===== src/pcp_cfg.svh =====
`ifndef PCP_CFG_SVH
`define PCP_CFG_SVH
// How it works
// - mode 0: power-on level high runs, low stops
// - mode 1: falling edge on, 4 s low off
// - short press wakes from off or Sleep
// - short press in Run/Standby only interrupts
// - long-press turn-off needs its enable bit
// - mode 1: both debounced edges raise the interrupt
// - default debounce 31.25 ms both edges
// - debounce select stretches falling edge only
// - interrupt holds until cleared or off
// - standby = pin level xor invert bit
// - hold-off delays standby entry response
// - three extra slow-clock syncing cycles
// - reset released after start, asserted at off
// - fault mode: start fault keeps reset low
// - fault mode: 1.8 ms fault asserts reset
// - fault mode: 100 ms fault turns off
// - fault mode only with enable bit set
// - release delay 2 ms to 1024 ms

// clock rates
`define PCP_CLK_HZ       200000000
`define PCP_TICK_HZ      32768
// debounce, long press and fault times as printed
`define PCP_DB_SHORT_US  31250
`define PCP_DB_MID_MS    125
`define PCP_DB_LONG_MS   750
`define PCP_LP_MS        4000
`define PCP_FLT_RST_US   1800
`define PCP_FLT_OFF_MS   100
// least times in ticks, rounded up
`define PCP_US2TK(t)     (((t) * `PCP_TICK_HZ + 999999) / 1000000)
`define PCP_MS2TK(t)     (((t) * `PCP_TICK_HZ + 999) / 1000)
`define PCP_DB_SHORT_TK  `PCP_US2TK(`PCP_DB_SHORT_US)
`define PCP_DB_MID_TK    `PCP_MS2TK(`PCP_DB_MID_MS)
`define PCP_DB_LONG_TK   `PCP_MS2TK(`PCP_DB_LONG_MS)
`define PCP_LP_TK        `PCP_MS2TK(`PCP_LP_MS)
`define PCP_FLT_RST_TK   `PCP_US2TK(`PCP_FLT_RST_US)
`define PCP_FLT_OFF_TK   `PCP_MS2TK(`PCP_FLT_OFF_MS)
// reset release delays per select code, in ms
`define PCP_REL0_MS      2
`define PCP_REL1_MS      4
`define PCP_REL2_MS      8
`define PCP_REL3_MS      16
`define PCP_REL4_MS      32
`define PCP_REL5_MS      64
`define PCP_REL6_MS      256
`define PCP_REL7_MS      1024
// standby hold-off per select code, in ms
`define PCP_SBY1_MS      1
`define PCP_SBY2_MS      2
`define PCP_SBY3_MS      4
// state reset values
`define PCP_RST_HOST_DRIVE 1'b1
`endif


===== src/pcp_pkg.sv =====
`default_nettype none
package pcp_pkg;
  // power states of the device
  typedef enum logic [2:0] {
    PCP_OFF, PCP_START, PCP_RELDLY, PCP_RUN, PCP_STBY, PCP_SLEEP
  } pcp_state_e;

  // static configuration bits
  typedef struct packed {
    logic       powerOnModeSel;        // 0 level, 1 edge
    logic       longPressOffEnable;    // long press may turn off
    logic [1:0] powerOnDebounceSel;    // falling-edge debounce
    logic       standbyPolarityInvert; // standby pin polarity
    logic [1:0] standbyHoldoffSel;     // standby hold-off code
    logic       faultResetModeEnable;  // fault supervision mode
    logic [2:0] resetReleaseDelaySel;  // reset release delay
    logic       offToSleep;            // off request goes to sleep
  } pcp_cfg_s;

  // whole state of the block
  typedef struct packed {
    pcp_state_e  state;        // power state
    logic [12:0] divCnt;       // slow tick divider
    logic        pwrPin;       // sampled power-on pin
    logic        dbLevel;      // debounced power-on level
    logic [14:0] dbCnt;        // debounce counter
    logic [17:0] lpCnt;        // long press counter
    logic [2:0]  sbySync;      // standby sync chain
    logic [7:0]  sbyCnt;       // standby delay counter
    logic [11:0] fltCnt;       // fault persistence counter
    logic        startFault;   // fault seen during start-up
    logic [15:0] relCnt;       // reset release counter
    logic        irq;          // power-on interrupt flag
    logic        hostRstDrive; // host reset pulled low
  } pcp_regs_s;
endpackage
`default_nettype wire


===== src/pcp_top.sv =====
`timescale 1ns/100ps
`default_nettype none
`include "pcp_cfg.svh"
module pcp_top #(
  parameter int TICK_DIV = `PCP_CLK_HZ / `PCP_TICK_HZ  // clk cycles per slow tick
) (
  input  wire logic             clk,          // 200 MHz clock
  input  wire logic             rst_n,        // async reset, active low
  input  wire logic             clkEn,        // freezes state when low
  input  wire pcp_pkg::pcp_cfg_s cfg,         // configuration bits
  input  wire logic             powerOnIn,    // power-on input pin
  input  wire logic             standbyIn,    // standby input pin
  input  wire logic             faultIn,      // supply fault present
  input  wire logic             seqDone,      // last regulator is up
  input  wire logic             irqClear,     // write-one clear pulse
  output var  pcp_pkg::pcp_state_e pmState,   // power state
  output logic                  powerOnIrq,   // power-on interrupt flag
  output logic                  hostResetOut, // host reset drive level
  output logic                  hostResetOe   // high while pulling low
);
  pcp_pkg::pcp_regs_s r;        // registered state
  pcp_pkg::pcp_regs_s n;        // next state
  logic               tick;     // one slow clock tick
  logic               fallEv;   // debounced falling edge
  logic               riseEv;   // debounced rising edge
  logic               longEv;   // long press reached
  logic               sbyDue;   // standby request served
  logic               fltRst;   // fault asserts reset
  logic               fltOff;   // fault turns off
  logic               turnOn;   // turn-on request
  logic               offReq;   // turn-off or sleep request
  logic [7:0]         sbyLimit; // hold-off in ticks

  // falling uses the select, rising always the short figure
  function automatic logic [14:0] dbLimit(input logic rising, input logic [1:0] sel);
    if (rising || !sel[1])
      return 15'(`PCP_DB_SHORT_TK);
    else if (!sel[0])
      return 15'(`PCP_DB_MID_TK);
    else
      return 15'(`PCP_DB_LONG_TK);
  endfunction

  // release delay from the 3-bit select
  function automatic logic [15:0] relLimit(input logic [2:0] sel);
    case (sel)
      3'h0: return 16'(`PCP_MS2TK(`PCP_REL0_MS));
      3'h1: return 16'(`PCP_MS2TK(`PCP_REL1_MS));
      3'h2: return 16'(`PCP_MS2TK(`PCP_REL2_MS));
      3'h3: return 16'(`PCP_MS2TK(`PCP_REL3_MS));
      3'h4: return 16'(`PCP_MS2TK(`PCP_REL4_MS));
      3'h5: return 16'(`PCP_MS2TK(`PCP_REL5_MS));
      3'h6: return 16'(`PCP_MS2TK(`PCP_REL6_MS));
      default: return 16'(`PCP_MS2TK(`PCP_REL7_MS));
    endcase
  endfunction

  // hold-off select to ticks, zero when disabled
  always_comb begin
    case (cfg.standbyHoldoffSel)
      2'h1: sbyLimit = 8'(`PCP_MS2TK(`PCP_SBY1_MS));
      2'h2: sbyLimit = 8'(`PCP_MS2TK(`PCP_SBY2_MS));
      2'h3: sbyLimit = 8'(`PCP_MS2TK(`PCP_SBY3_MS));
      default: sbyLimit = 8'h00;
    endcase
  end

  // next-state logic
  always_comb begin
    n = r;
    fallEv = 1'b0;
    riseEv = 1'b0;
    longEv = 1'b0;
    tick = (r.divCnt == 13'(TICK_DIV - 1));
    // slow tick divider
    if (tick) begin
      n.divCnt = 13'h0;
    end else begin
      n.divCnt = r.divCnt + 13'h1;
    end
    n.pwrPin = powerOnIn;
    if (tick) begin
      // debounce of both power-on edges
      if (r.pwrPin == r.dbLevel) begin
        n.dbCnt = 15'h0;
      end else if (r.dbCnt >= dbLimit(r.pwrPin, cfg.powerOnDebounceSel) - 15'h1) begin
        n.dbCnt = 15'h0;
        n.dbLevel = r.pwrPin;
        fallEv = !r.pwrPin;
        riseEv = r.pwrPin;
      end else begin
        n.dbCnt = r.dbCnt + 15'h1;
      end
      // long press while the debounced level is low
      if (r.dbLevel) begin
        n.lpCnt = 18'h0;
      end else if (r.lpCnt != 18'(`PCP_LP_TK)) begin
        n.lpCnt = r.lpCnt + 18'h1;
        longEv = (r.lpCnt == 18'(`PCP_LP_TK - 1));
      end
      // polarity then three slow-clock sync stages
      n.sbySync = {r.sbySync[1:0], standbyIn ^ cfg.standbyPolarityInvert};
      // standby delay counter runs while a request stands
      if (!r.sbySync[2]) begin
        n.sbyCnt = 8'h0;
      end else if (r.sbyCnt < sbyLimit) begin
        n.sbyCnt = r.sbyCnt + 8'h1;
      end
      // fault persistence
      if (!faultIn) begin
        n.fltCnt = 12'h0;
      end else if (r.fltCnt != 12'(`PCP_FLT_OFF_TK)) begin
        n.fltCnt = r.fltCnt + 12'h1;
      end
      // reset release delay
      if (r.state == pcp_pkg::PCP_RELDLY && r.relCnt != 16'hFFFF) begin
        n.relCnt = r.relCnt + 16'h1;
      end
    end
    sbyDue = r.sbySync[2] && (r.sbyCnt >= sbyLimit);
    fltRst = cfg.faultResetModeEnable && (r.fltCnt >= 12'(`PCP_FLT_RST_TK));
    fltOff = cfg.faultResetModeEnable && (r.fltCnt == 12'(`PCP_FLT_OFF_TK));
    // level mode follows the level, edge mode the press
    turnOn = cfg.powerOnModeSel ? fallEv : r.dbLevel;
    offReq = fltOff || (cfg.powerOnModeSel ?
             (longEv && cfg.longPressOffEnable) : !r.dbLevel);
    // power state machine
    case (r.state)
      pcp_pkg::PCP_OFF: begin
        // fault and release counters start afresh for each start-up
        n.fltCnt = 12'h0;
        n.relCnt = 16'h0;
        n.startFault = 1'b0;
        if (turnOn) begin
          n.state = pcp_pkg::PCP_START;
        end
      end
      pcp_pkg::PCP_START: begin
        if (offReq) begin
          n.state = pcp_pkg::PCP_OFF;
        end else if (seqDone) begin
          n.state = pcp_pkg::PCP_RELDLY;
        end
      end
      pcp_pkg::PCP_RELDLY: begin
        if (offReq) begin
          n.state = pcp_pkg::PCP_OFF;
        end else if (r.relCnt >= relLimit(cfg.resetReleaseDelaySel)) begin
          n.state = pcp_pkg::PCP_RUN;
        end
      end
      pcp_pkg::PCP_RUN, pcp_pkg::PCP_STBY: begin
        // short presses here leave the power state unchanged
        if (offReq) begin
          n.state = (cfg.offToSleep && !fltOff) ? pcp_pkg::PCP_SLEEP : pcp_pkg::PCP_OFF;
        end else if (r.state == pcp_pkg::PCP_RUN && sbyDue) begin
          n.state = pcp_pkg::PCP_STBY;
        end else if (r.state == pcp_pkg::PCP_STBY && !r.sbySync[2]) begin
          n.state = pcp_pkg::PCP_RUN;
        end
      end
      pcp_pkg::PCP_SLEEP: begin
        if (fltOff) begin
          n.state = pcp_pkg::PCP_OFF;
        end else if (turnOn) begin
          n.state = pcp_pkg::PCP_RUN;
        end
      end
      default: begin
        n.state = pcp_pkg::PCP_OFF;
      end
    endcase
    // note a fault during start-up
    if ((r.state == pcp_pkg::PCP_START || r.state == pcp_pkg::PCP_RELDLY) && faultIn) begin
      n.startFault = 1'b1;
    end
    // interrupt flag: off clears, set wins over clear
    if (n.state == pcp_pkg::PCP_OFF) begin
      n.irq = 1'b0;
    end else if (cfg.powerOnModeSel && (fallEv || riseEv)) begin
      n.irq = 1'b1;
    end else if (irqClear) begin
      n.irq = 1'b0;
    end
    // host reset low until released, or on fault
    n.hostRstDrive = (n.state == pcp_pkg::PCP_OFF) || (n.state == pcp_pkg::PCP_START) ||
                     (n.state == pcp_pkg::PCP_RELDLY) ||
                     (cfg.faultResetModeEnable && (n.startFault || fltRst));
  end

  // state register
  always_ff @(posedge clk or negedge rst_n) begin
    if (!rst_n) begin
      r <= '0;
      r.hostRstDrive <= `PCP_RST_HOST_DRIVE;
    end else if (clkEn) begin
      r <= n;
    end
  end

  // outputs straight from the state register, except the constant reset level
  assign pmState = r.state;
  assign powerOnIrq = r.irq;
  assign hostResetOe = r.hostRstDrive;
  assign hostResetOut = 1'b0; // open drain only ever pulls low

  // level mode turns on from off when the level is high
  chk_level_turn_on: assert property (@(posedge clk) disable iff (!rst_n)
    clkEn && !cfg.powerOnModeSel && r.state == pcp_pkg::PCP_OFF && r.dbLevel
    |=> r.state == pcp_pkg::PCP_START)
    else $error("level high did not start up");

  // edge mode wakes from sleep on a press
  chk_edge_wake: assert property (@(posedge clk) disable iff (!rst_n)
    clkEn && cfg.powerOnModeSel && fallEv && !fltOff && r.state == pcp_pkg::PCP_SLEEP
    |=> r.state == pcp_pkg::PCP_RUN)
    else $error("press did not wake from sleep");

  // press in run only raises the flag
  chk_run_press: assert property (@(posedge clk) disable iff (!rst_n)
    clkEn && cfg.powerOnModeSel && fallEv && r.state == pcp_pkg::PCP_RUN && !offReq
    |=> r.irq && r.state != pcp_pkg::PCP_OFF && r.state != pcp_pkg::PCP_SLEEP)
    else $error("press in run changed power state");

  // long press without enable keeps running
  chk_long_gate: assert property (@(posedge clk) disable iff (!rst_n)
    clkEn && cfg.powerOnModeSel && !cfg.longPressOffEnable && longEv && !fltOff &&
    r.state == pcp_pkg::PCP_RUN
    |=> r.state == pcp_pkg::PCP_RUN || r.state == pcp_pkg::PCP_STBY)
    else $error("long press turned off while disabled");

  // flag stays set until clear or off
  chk_irq_hold: assert property (@(posedge clk) disable iff (!rst_n)
    clkEn && r.irq && !irqClear && n.state != pcp_pkg::PCP_OFF |=> r.irq)
    else $error("interrupt flag dropped by itself");

  // no standby before the hold-off has run out
  chk_sby_holdoff: assert property (@(posedge clk) disable iff (!rst_n)
    clkEn && r.state == pcp_pkg::PCP_RUN && r.sbyCnt < sbyLimit
    |=> r.state != pcp_pkg::PCP_STBY)
    else $error("standby entered before hold-off");

  // reset is held while off or starting
  chk_rst_off: assert property (@(posedge clk) disable iff (!rst_n)
    r.state inside {pcp_pkg::PCP_OFF, pcp_pkg::PCP_START, pcp_pkg::PCP_RELDLY}
    |-> hostResetOe)
    else $error("host reset released before run");

  // persistent fault pulls reset low in fault mode
  chk_fault_rst: assert property (@(posedge clk) disable iff (!rst_n)
    clkEn && cfg.faultResetModeEnable && r.fltCnt >= 12'(`PCP_FLT_RST_TK)
    |=> hostResetOe)
    else $error("fault did not assert host reset");

  // long fault turns the device off
  chk_fault_off: assert property (@(posedge clk) disable iff (!rst_n)
    clkEn && fltOff && r.state != pcp_pkg::PCP_OFF |=> r.state == pcp_pkg::PCP_OFF)
    else $error("fault did not turn device off");

  // flag is never set while off
  chk_irq_off_clear: assert property (@(posedge clk) disable iff (!rst_n)
    r.state == pcp_pkg::PCP_OFF |-> !powerOnIrq)
    else $error("interrupt flag set while off");

  // debounced edges in edge mode set the flag
  chk_edge_irq_set: assert property (@(posedge clk) disable iff (!rst_n)
    clkEn && cfg.powerOnModeSel && (fallEv || riseEv) && n.state != pcp_pkg::PCP_OFF
    |=> powerOnIrq)
    else $error("edge did not set interrupt flag");

  // level mode never raises the flag
  chk_level_no_irq: assert property (@(posedge clk) disable iff (!rst_n)
    clkEn && !cfg.powerOnModeSel && !r.irq |=> !powerOnIrq)
    else $error("flag raised in level mode");

  // served standby request moves run to standby
  chk_sby_enter: assert property (@(posedge clk) disable iff (!rst_n)
    clkEn && r.state == pcp_pkg::PCP_RUN && sbyDue && !offReq
    |=> r.state == pcp_pkg::PCP_STBY)
    else $error("standby request not served");

  // standby ends once the synced request drops
  chk_sby_exit: assert property (@(posedge clk) disable iff (!rst_n)
    clkEn && r.state == pcp_pkg::PCP_STBY && !r.sbySync[2] && !offReq
    |=> r.state == pcp_pkg::PCP_RUN)
    else $error("standby did not end");

  // no run before the release delay has passed
  chk_rel_wait: assert property (@(posedge clk) disable iff (!rst_n)
    clkEn && r.state == pcp_pkg::PCP_RELDLY &&
    r.relCnt < relLimit(cfg.resetReleaseDelaySel)
    |=> r.state != pcp_pkg::PCP_RUN)
    else $error("host reset released too early");

  // default mode holds reset only while off or starting
  chk_no_fault_rst: assert property (@(posedge clk) disable iff (!rst_n)
    clkEn && !cfg.faultResetModeEnable && n.state != pcp_pkg::PCP_OFF &&
    n.state != pcp_pkg::PCP_START && n.state != pcp_pkg::PCP_RELDLY
    |=> !hostResetOe)
    else $error("host reset held outside fault mode");

  // fault seen during start-up keeps reset low
  chk_start_fault: assert property (@(posedge clk) disable iff (!rst_n)
    clkEn && cfg.faultResetModeEnable && n.startFault |=> hostResetOe)
    else $error("start-up fault did not hold reset");
endmodule
`default_nettype wire


===== config.mk =====
export PLATFORM = sky130hd
export DESIGN_NAME = pcp_top
export DESIGN_NICKNAME = d
export VERILOG_FILES = /design/src/pcp_pkg.sv /design/src/pcp_top.sv
export VERILOG_INCLUDE_DIRS = /design/src
export SDC_FILE = /design/constraint.sdc
export NUM_CORES = 1
export LEC_CHECK = 0
export BUFFER_PORTS_ARGS = -buffer_cell sky130_fd_sc_hd__buf_2
export CAP_MARGIN = 20
export CORE_UTILIZATION = 42
export DETAILED_ROUTE_END_ITERATION = 6
export PLACE_DENSITY = 0.68
export REMOVE_ABC_BUFFERS = 1
export SLEW_MARGIN = 30
export SYNTH_ARGS = -nofsm -noshare
export SYNTH_HDL_FRONTEND = slang
export SYNTH_SLANG_ARGS = --single-unit

===== constraint.sdc =====
create_clock -name clk -period 3.8 [get_ports clk]
set_clock_uncertainty 0.05 [all_clocks]
set_input_delay 0.38 -clock clk [delete_from_list [all_inputs] [get_ports clk]]
set_output_delay 0.38 -clock clk [all_outputs]
set_load 0.05 [all_outputs]

# Yosys cells after proc, flatten, opt, wreduce, memory -nomap -nowiden
# Cells that the tools add are included.
[totals]
reg_bits = 93
latchBits = 0
ramBits = 0
rom_bits = 0
inputBits = 20
output_inout_bits = 6
word_cells = 139
mem_count = 0
[op_classes]
n_addsub = 7
multipliers = 0
n_div = 0
magnitude_cmp = 5
eq_ne = 25
n_shift = 0
mux = 48
bitwise = 2
reduce_logical = 39
[op_table]
columns = ["operator", "count"]
rows = [
  ["one-hot mux 16 bit (7 select lines)", 1],
  ["2-to-1 mux 15 bit", 6],
  ["2-to-1 mux 16 bit", 4],
  ["2-to-1 mux 12 bit", 3],
  ["2-to-1 mux 18 bit", 2],
  ["2-to-1 mux 3 bit", 11],
  ["2-to-1 mux 29 bit", 1],
  ["one-hot mux 8 bit (3 select lines)", 1],
  ["adder 18 x 1 -> 18 bit (second input constant)", 1],
  ["== test 18 x 17 -> 1 bit (second input constant)", 1],
  ["inequality test 18 bit (second input constant)", 1],
  ["adder 16 x 1 -> 16 bit (second input constant)", 1],
  [">= comparator 16 bit", 1],
  ["2-to-1 mux 8 bit", 2],
  ["inequality test 16 bit (second input constant)", 1],
  ["adder 15 x 1 -> 15 bit (second input constant)", 1],
  ["== test 3 x 2 -> 1 bit (second input constant)", 5],
  ["== test 3 bit (second input constant)", 5],
  [">= comparator 15 bit", 1],
  ["2-to-1 mux 1 bit", 15],
  ["one-hot mux 3 bit (5 select lines)", 1],
  ["subtractor 15 x 1 -> 15 bit (second input constant)", 1],
  ["adder 13 x 1 -> 13 bit (second input constant)", 1],
  ["== test 13 bit (second input constant)", 1],
  ["26 further kinds", 58],
]

# Logic depth before layout (Yosys ltp)
# Gate-level depths: netlist (run 1).
[depth]
ltp_word = 18
depth_mapped = 12
depth_no_buf = 11

# Worst setup path after synthesis (run 1)
# No wires, ideal clock.
[synth_timing]
path_type = "in2reg"
from = "input port cfg[6] (netlist bit)"
to = "register r (netlist bit powerOnIrq)"
setup_ps = 124
t_arrival_ps = 2481
t_required_ps = 3626
slack_ps = 1145
cell_stages = 9
cell_sequence = "nand2b_1 -> ha_1 -> or4_1 -> a21oi_1 -> o21ai_0 -> a41oi_1 -> a31oi_1 -> a221o_1 -> o31a_1"
[synth_between]
elab_chain_len = 11
elab_cells_between_ends = 14
classes_between = "order compare: 1; eq/ne: 3; mux: 5; reduce/logical: 5"
[synth_lines]
columns = ["element", "line_no", "rtl"]
rows = [
  ["from (decl)", "pcp_top.sv:10", "input wire pcp_pkg::pcp_cfg_s cfg,"],
  ["== test 2 bit or == test 2 x 1 -> 1 bit (tied branches)", "pcp_top.sv:60", "case (cfg.standbyHoldoffSel)"],
  ["one-hot mux 8 bit (3 select lines) *", "pcp_top.sv:60", ""],
  [">= comparator 8 bit *", "pcp_top.sv:120", "sbyDue = r.sbySync[2] && (r.sbyCnt >= sbyLimit);"],
  ["logical AND 1 bit *", "pcp_top.sv:120", ""],
  ["logical AND 1 bit *", "pcp_top.sv:156", "end else if (r.state == pcp_pkg::PCP_RUN && sbyDue) begin"],
  ["2-to-1 mux 3 bit *", "pcp_top.sv:156", ""],
  ["2-to-1 mux 3 bit *", "pcp_top.sv:154", "if (offReq) begin"],
  ["one-hot mux 3 bit (5 select lines) *", "pcp_top.sv:128", "case (r.state)"],
  ["zero test 3 bit *", "pcp_top.sv:178", "if (n.state == pcp_pkg::PCP_OFF) begin"],
  ["nonzero test 3 bit (no line)", "--", ""],
  ["AND reduction 2 bit (no line)", "--", ""],
  ["to (signal assigned)", "pcp_top.sv:197", "r <= n;"],
  ["to (decl)", "pcp_top.sv:21", "pcp_pkg::pcp_regs_s r;"],
]
# Every way passes the cells marked *; elsewhere a longest branch is shown, timed or not.
# A chain may end at the register's enable or synchronous reset.

# Worst setup path in the final report (run 1)
[layout_timing]
from = "register r[76] (netlist bit)"
to = "register r (netlist bit powerOnIrq)"
[layout_between]
elab_chain_len = 16
elab_cells_between_ends = 26
classes_between = "add/sub: 1; order compare: 1; eq/ne: 1; mux: 16; reduce/logical: 7"
[layout_lines]
columns = ["element", "line_no", "rtl"]
rows = [
  ["logical OR 1 bit", "pcp_top.sv:36", "if (rising || !sel[1])"],
  ["2-to-1 mux 15 bit", "pcp_top.sv:36", ""],
  ["2-to-1 mux 15 bit", "pcp_top.sv:84", "if (r.pwrPin == r.dbLevel) begin"],
  ["2-to-1 mux 15 bit", "pcp_top.sv:82", "if (tick) begin"],
  ["subtractor 15 x 1 -> 15 bit", "pcp_top.sv:86", "end else if (r.dbCnt >= dbLimit(r.pwrPin, cfg.powerOnDebounceSel) - 15'h1) begin"],
  [">= comparator 15 bit", "pcp_top.sv:86", ""],
  ["2-to-1 mux 1 bit", "pcp_top.sv:86", ""],
  ["2-to-1 mux 1 bit", "pcp_top.sv:84", ""],
  ["2-to-1 mux 1 bit", "pcp_top.sv:82", ""],
  ["2-to-1 mux 1 bit", "pcp_top.sv:124", "turnOn = cfg.powerOnModeSel ? fallEv : r.dbLevel;"],
  ["2-to-1 mux 3 bit", "pcp_top.sv:165", "end else if (turnOn) begin"],
  ["2-to-1 mux 3 bit", "pcp_top.sv:163", "if (fltOff) begin"],
  ["one-hot mux 3 bit (5 select lines)", "pcp_top.sv:128", ""],
  ["zero test 3 bit", "pcp_top.sv:178", ""],
  ["nonzero test 3 bit (no line)", "--", ""],
  ["AND reduction 2 bit (no line)", "--", ""],
]
# Parallel ways exist; a longest one is shown, timed or not. The select of a mux whose other input is x is not followed.

==> results of run 1 <==
==> logic make-up (layout without fill, tap and decap cells) <==
| logic type | Yosys count | after routing | synth area share, % |
|---|---|---|---|
| buffers and inverters | 41 | 63 | 2.97 |
| xor gates and xnor gates | 46 | 46 | 6.93 |
| DFF | 93 | 93 | 40.0 |
| and+or+nand+nor | 316 | 316 | 28.1 |
| other | 2 | 2 | 0.129 |
| adders and majority gates | 34 | 34 | 7.31 |
| muxes | 6 | 6 | 1.10 |
| AOI/OAI and AO/OA | 126 | 126 | 13.4 |
==> stage by stage <==
step	power (uW)	util (%)	instances
after floorplan	1420	-	640
after global placement	1530	45.5	846
after detailed placement	1560	45.5	846
after CTS	2380	47.4	861
after global routing	2480	47.5	862
final	2370	47.5	862
==> flip-flops by register name, summed over array words and instances (netlist names) <==
signal,count
r,88
hostResetOe,1
powerOnIrq,1
pmState,3
==> worst max-delay path, delay by kind of cell, from the launching register on <==
kind / cells / cell delay [ns]
adder cells (fa/ha/maj): 1 / 0.32
AND/OR/NAND/NOR: 1 / 0.21
AO/OA/AOI/OAI: 7 / 1.70
flip-flops: 1 / 0.46
==> cell usage in the layout (no fill, tap or decap), drive strengths merged, types with 5 or more instances in the layout <==
master and instances:
xnor2 15, nor3 11, nor4 8, dfrtp 92
nand2 81, and2 7, clkbuf 11, and4 10
nor2 75, nand2b 9, a31oi 5, nand3 34
ha 34, a211oi 6, o21ai 44, or3 18
a21oi 34, and3 9, inv 17, o31ai 6
buf 31, nand4 22, xor2 31, nor2b 7
==> per-layer routing <==
layer / wire [um] / part of all wire, % / vias to the layer above / track usage (%)
met5: 0 / 0 / - / 0
met1: 6260 / 46 / 2445 / 26.5
met3: 539 / 4.0 / 24 / 4.75
met4: 219 / 1.6 / 0 / 5.94
met2: 6520 / 48 / 101 / 33.3
li1: - / - / 2413 / -
==> final cells by class <==
class,instances,area [um^2]
inverter,17,63.8
clock buffer,11,233
fill,1303,7040
timing repair buffer,31,176
sequential,93,2330
clock inverter,4,23.8
multi-input combinational,530,3320
tap,176,220
==> final timing paths <==
kind                              end
setup / recovery           powerOnIrq
hold / removal                  r[66]
setup reg to reg           powerOnIrq
hold reg to reg                 r[40]
max in group asynchronous       r[81]
min in group clk                r[76]
==> where the power goes <==
part           internal [uW]  switching (uW)  total [uW]
clock network            440             386         826
registers               1050             111        1160
logic                    153             234         386
total                   1640             731        2370
==> run summary, run 1 <==
Largest net degree at the start of global routing: 71
Asr flop ratio synth: 100%
Starting Density: 43.4%
Yosys warnings: 0
Hold Slack: -0.0364 ns
GRT Residual Overflow: 0
CP Max Fanout: 6
Post-synth EDFFs: 0
Bufs on Longest Clock Path: 2
Total setup buffers inserted after CTS: 0
Core area: 13,400 um^2
CP startpoint kind: flop
Routed Antenna Nets: 0
Worst-Margin Slew: 0.743 ns
Routability cong.: 0.908
R2r startpoint: r[76]
Register area share after synthesis: 40.0%
Mapped cell area: 5820 um^2
Site Rows: 42
Setup_tns: 0 ns
Cells after Synth: 664
Top post-synthesis cells by area: dfrtp_1 (40%), ha_1 (7.3%), nand2_1 (5.2%), nor2_1 (4.8%), xor2_1 (4.7%)
First-pass GRT wire length: 23.4 mm
Slew headroom: 50.0%
Vias in the first global route: 4,982
Synth top area share: 39.6%
Via count: 4,983
Fmax achieved: 349 MHz
Fin crit period: 2.87 ns
Post-Syn Area per Cell: 8.76 um^2
Cell taking the most area after synthesis: dfrtp_1
WL/cell: 15.7 um
Slew Limit Fails: 0
Critical path arrival: 3.05 ns
CP cell instances: nand2b_1 > ha_1 > a21o_1 > a221o_1 > a31oi_1 > o31ai_2 > a31oi_1 > o211ai_1 > o31a_1
Root buffer cell: clkbuf_16
GR Util All Layers: 20.3%
CP dominant cell by count: a31oi_1
Status: complete, but fails checks
Crit path kind: reg -> reg
Num Clock Sinks: 93
I/O Pins: 26
Failing checks: negative hold slack
Hold bufs inserted after CTS: 0
Fraction of layout cells with a size suffix above 1: 8.75%
Antenna violations before repair: 0
Max cap viols: 0
Hold Crit Class: in -> async
Layout net count: 736
Vias/cell: 5.78
FF-to-FF setup slack: 0.93 ns
Main synth FF type: dfrtp_1
Residual DRC: 0
Top cells by instance count after synthesis: dfrtp_1 (92), nand2_1 (81), nor2_1 (75)
Worst path max stage delay: 0.46 ns
Dominant cell by count in the synthesized netlist: dfrtp_1
DPL Wire Length: 9.65 mm
Period utilization: 75.5%
Synth Register Bits: 93
Total CTS buffers: 9
Diode count: 0
Leak: 0.00284 uW
Setup ws final: 0.933 ns
CTS tree: yes
Area after DPL: 6100 um^2
Skew-Pair Late Insertion Delay: 0.35 ns
Worst-path clk slew: 0.07 ns
Die area: 14,300 um^2
RSZ-0062 raised after global routing: false
CP required: 3.98 ns
Setup slack after placement: 0.810 ns
Count of cell types in the netlist: 68
Area growth, synth to finish: 9.40%
Pre-antenna DRT Iters: 5
Peak supply drop: 0.000248 V
Port bufs: 24
Final setup vio count: 0
Crit. End Element: flop
Final hold violation count: 15
Die Height: 120 um
PwrDens: 373 nW/um^2
Drt first-iter violations: 495
Beginning of the critical path: r[76]
Critical-path top delay cell: dfrtp_1
# H-tree levels: 3
Post-cts resize count: 0
Path depth of the worst reg2reg path: 9
Post-route cell area: 6360 um^2
Die width: 120 um
Post-Route WL: 13.5 mm
(Power assumes the default switching activity.)
==> run 2, diff against run 1 <==
- PLACE_DENSITY: 0.68 -> 0.7
- clock period: 3.8 -> 2.51 ns (I/O delays scaled with it)
==> run summary, run 2 (synthesis gave the netlist of run 1 again) <==
R2r startpoint: r[77] (was r[76])
Hold Slack: 0.108 ns (was -0.0364 ns)
Most frequent cells in the layout: dfrtp_1 (92), nand2_1 (78), buf_4 (76), nor2_1 (70), o21ai_0 (41) (was dfrtp_1 (92), nand2_1 (81), nor2_1 (74), o21ai_0 (44))
Final setup vio count: 3 (was 0)
Hold Crit Class: in -> reg (was in -> async)
Period utilization: 102% (was 75.5%)
Final hold violation count: 0 (was 15)
Slew Limit Fails: 0 (unchanged)
Fin crit period: 2.57 ns (was 2.87 ns)
Hold Startpoint: powerOnIn
Port bufs: 24 (unchanged)
PwrDens: 529 nW/um^2 (was 373 nW/um^2)
Starting Density: 43.4% (unchanged)
I/O Pins: 26 (unchanged)
Diode count: 0 (unchanged)
CP required: 2.69 ns (was 3.98 ns)
Routability cong.: 0.926 (was 0.908)
Crit. End Element: flop (unchanged)
Drt first-iter violations: 303 (was 495)
Bufs on Longest Clock Path: 2 (unchanged)
GRT Residual Overflow: 0 (unchanged)
CP cell instances: inv_2 > ha_4 > nand4b_1 > or4_4 > buf_6 > o31ai_4 > nand2_1 > a221o_1 > o31a_1 (was nand2b_1 > ha_1 > a21o_1 > a221o_1 > a31oi_1 > o31ai_2 > a31oi_1 > o211ai_1 > o31a_1)
Area growth, synth to finish: 24.3% (was 9.40%)
Setup slack after placement: -0.279 ns (was 0.810 ns)
Hold depth: 2
RSZ-0062 raised after global routing: true (was false)
CP startpoint kind: flop (unchanged)
GR Util All Layers: 21.1% (was 20.3%)
Residual DRC: 0 (unchanged)
Layout net count: 813 (was 736)
Die Height: 120 um (unchanged)
Post-Place Cells: 911 (was 846)
CTS tree: yes (unchanged)
Setup ws final: -0.0586 ns (was 0.933 ns)
Critical-path top delay cell: or4_4 (was dfrtp_1)
Antenna violations before repair: 0 (unchanged)
Largest net degree at the start of global routing: 75 (was 71)
Fraction of layout cells with a size suffix above 1: 22.0% (was 8.75%)
Most common cell after layout, fill and taps aside: dfrtp_1 (unchanged)
Failing checks: negative setup slack (was negative hold slack)
Vias/cell: 5.55 (was 5.78)
CP Max Fanout: 3 (was 6)
Root buffer cell: clkbuf_16 (unchanged)
Crit path kind: reg -> reg (unchanged)
Num Clock Sinks: 93 (unchanged)
Critical path arrival: 2.75 ns (was 3.05 ns)
Status: complete, but fails checks (unchanged)
Die area: 14,300 um^2 (unchanged)
FF-to-FF setup slack: -0.06 ns (was 0.93 ns)
Peak supply drop: 0.000553 V (was 0.000248 V)
Pre-antenna DRT Iters: 5 (unchanged)
Vias in the first global route: 5,200 (was 4,982)
Post-Route WL: 14.2 mm (was 13.5 mm)
Core area: 13,400 um^2 (unchanged)
# H-tree levels: 3 (unchanged)
Path depth of the worst reg2reg path: 9 (unchanged)
Leak: 0.00330 uW (was 0.00284 uW)
Site Rows: 42 (unchanged)
Worst-path clk slew: 0.06 ns (was 0.07 ns)
Worst path max stage delay: 0.56 ns (was 0.46 ns)
Max cap viols: 0 (unchanged)
Setup_tns: -0.111 ns (was 0 ns)
Die width: 120 um (unchanged)
Reg with most FFs: r (unchanged)
Critical R2R Capture: powerOnIrq (unchanged)
Total CTS buffers: 9 (unchanged)
Skew-Pair Late Insertion Delay: 0.35 ns (about the same)
DPL Wire Length: 10.2 mm (was 9.65 mm)
Hold Crit Endpoint: r[76]
Via count: 5,213 (was 4,983)
Finished Layout Cells: 940 (was 862)
Max reg flops: 88 (unchanged)
First-pass GRT wire length: 24.3 mm (was 23.4 mm)
Routed Antenna Nets: 0 (unchanged)
Fmax achieved: 389 MHz (was 349 MHz)
WL/cell: 15.2 um (was 15.7 um)
[run 2: changes by cell type in the layout (fill, tap and decap cells not counted), sizes merged]
cell and delta:
clkbuf +4, clkinv -3, buf +76, clkinvlp +1, dlygate4sd3 +1, inv -1
[run 2: stage by stage]
stage | area [um^2] | total power [uW] | util [%]
after floorplan | 5710 | 2140 | -
after global placement | 6600 | 2440 | 49.2
after detailed placement | 6600 | 2480 | 49.2
after CTS | 7020 | 3830 | 52.4
after global routing | 7230 | 4020 | 54.0
final | 7230 | 3830 | 54.0
[run 2: how the worst max path moves through the flow]
stage               startpoint    endpoint  depth (start not counted)
finish                   r[77]  powerOnIrq                          9
global route             r[76]  powerOnIrq                         10
CTS                      r[76]  powerOnIrq                         10
detailed placement      cfg[6]  powerOnIrq                         10
global placement        cfg[6]  powerOnIrq                         10
floorplan                r[77]       r[35]                          8
[run 2: power breakdown]
part / total [uW] / switching [uW] / internal [uW]
logic: 861 / 484 / 377
clock network: 1290 / 564 / 728
registers: 1680 / 86.6 / 1590
[run 2: metal layers]
layer,global-route usage [%],vias to the layer above,routed length (um)
met5,0,-,0
met4,5.39,0,174
met3,5.09,18,519
met2,35.8,104,7050
met1,26.9,2525,6500
li1,-,2566,-
[run 2: critical path: cells and delay by family, from the launching register on]
kind                       cells  cell delay, ns
AOI/OAI and AO/OA              3            0.89
and+or+nand+nor                3            0.76
DFF                            1            0.39
buffers and inverters          2            0.23
adders and majority gates      1            0.13
[run 2: what timing repair did]
action,in CTS,in global routing
hold buffers,1,0
endpoints found under the setup margin,18,55
buffers inserted,7,5
hold endpoints to repair,19,0
resized for setup,20,40
pin swaps,27,26
[run 2: area by class of cell]
type	instances	area, um^2
clock buffers	15	268
clock inverters	1	7.51
fillers	1191	6170
inverters	17	63.8
multi-input cells	530	3550
flip-flops and latches	93	2330
well taps	176	220
repair buffers	108	795
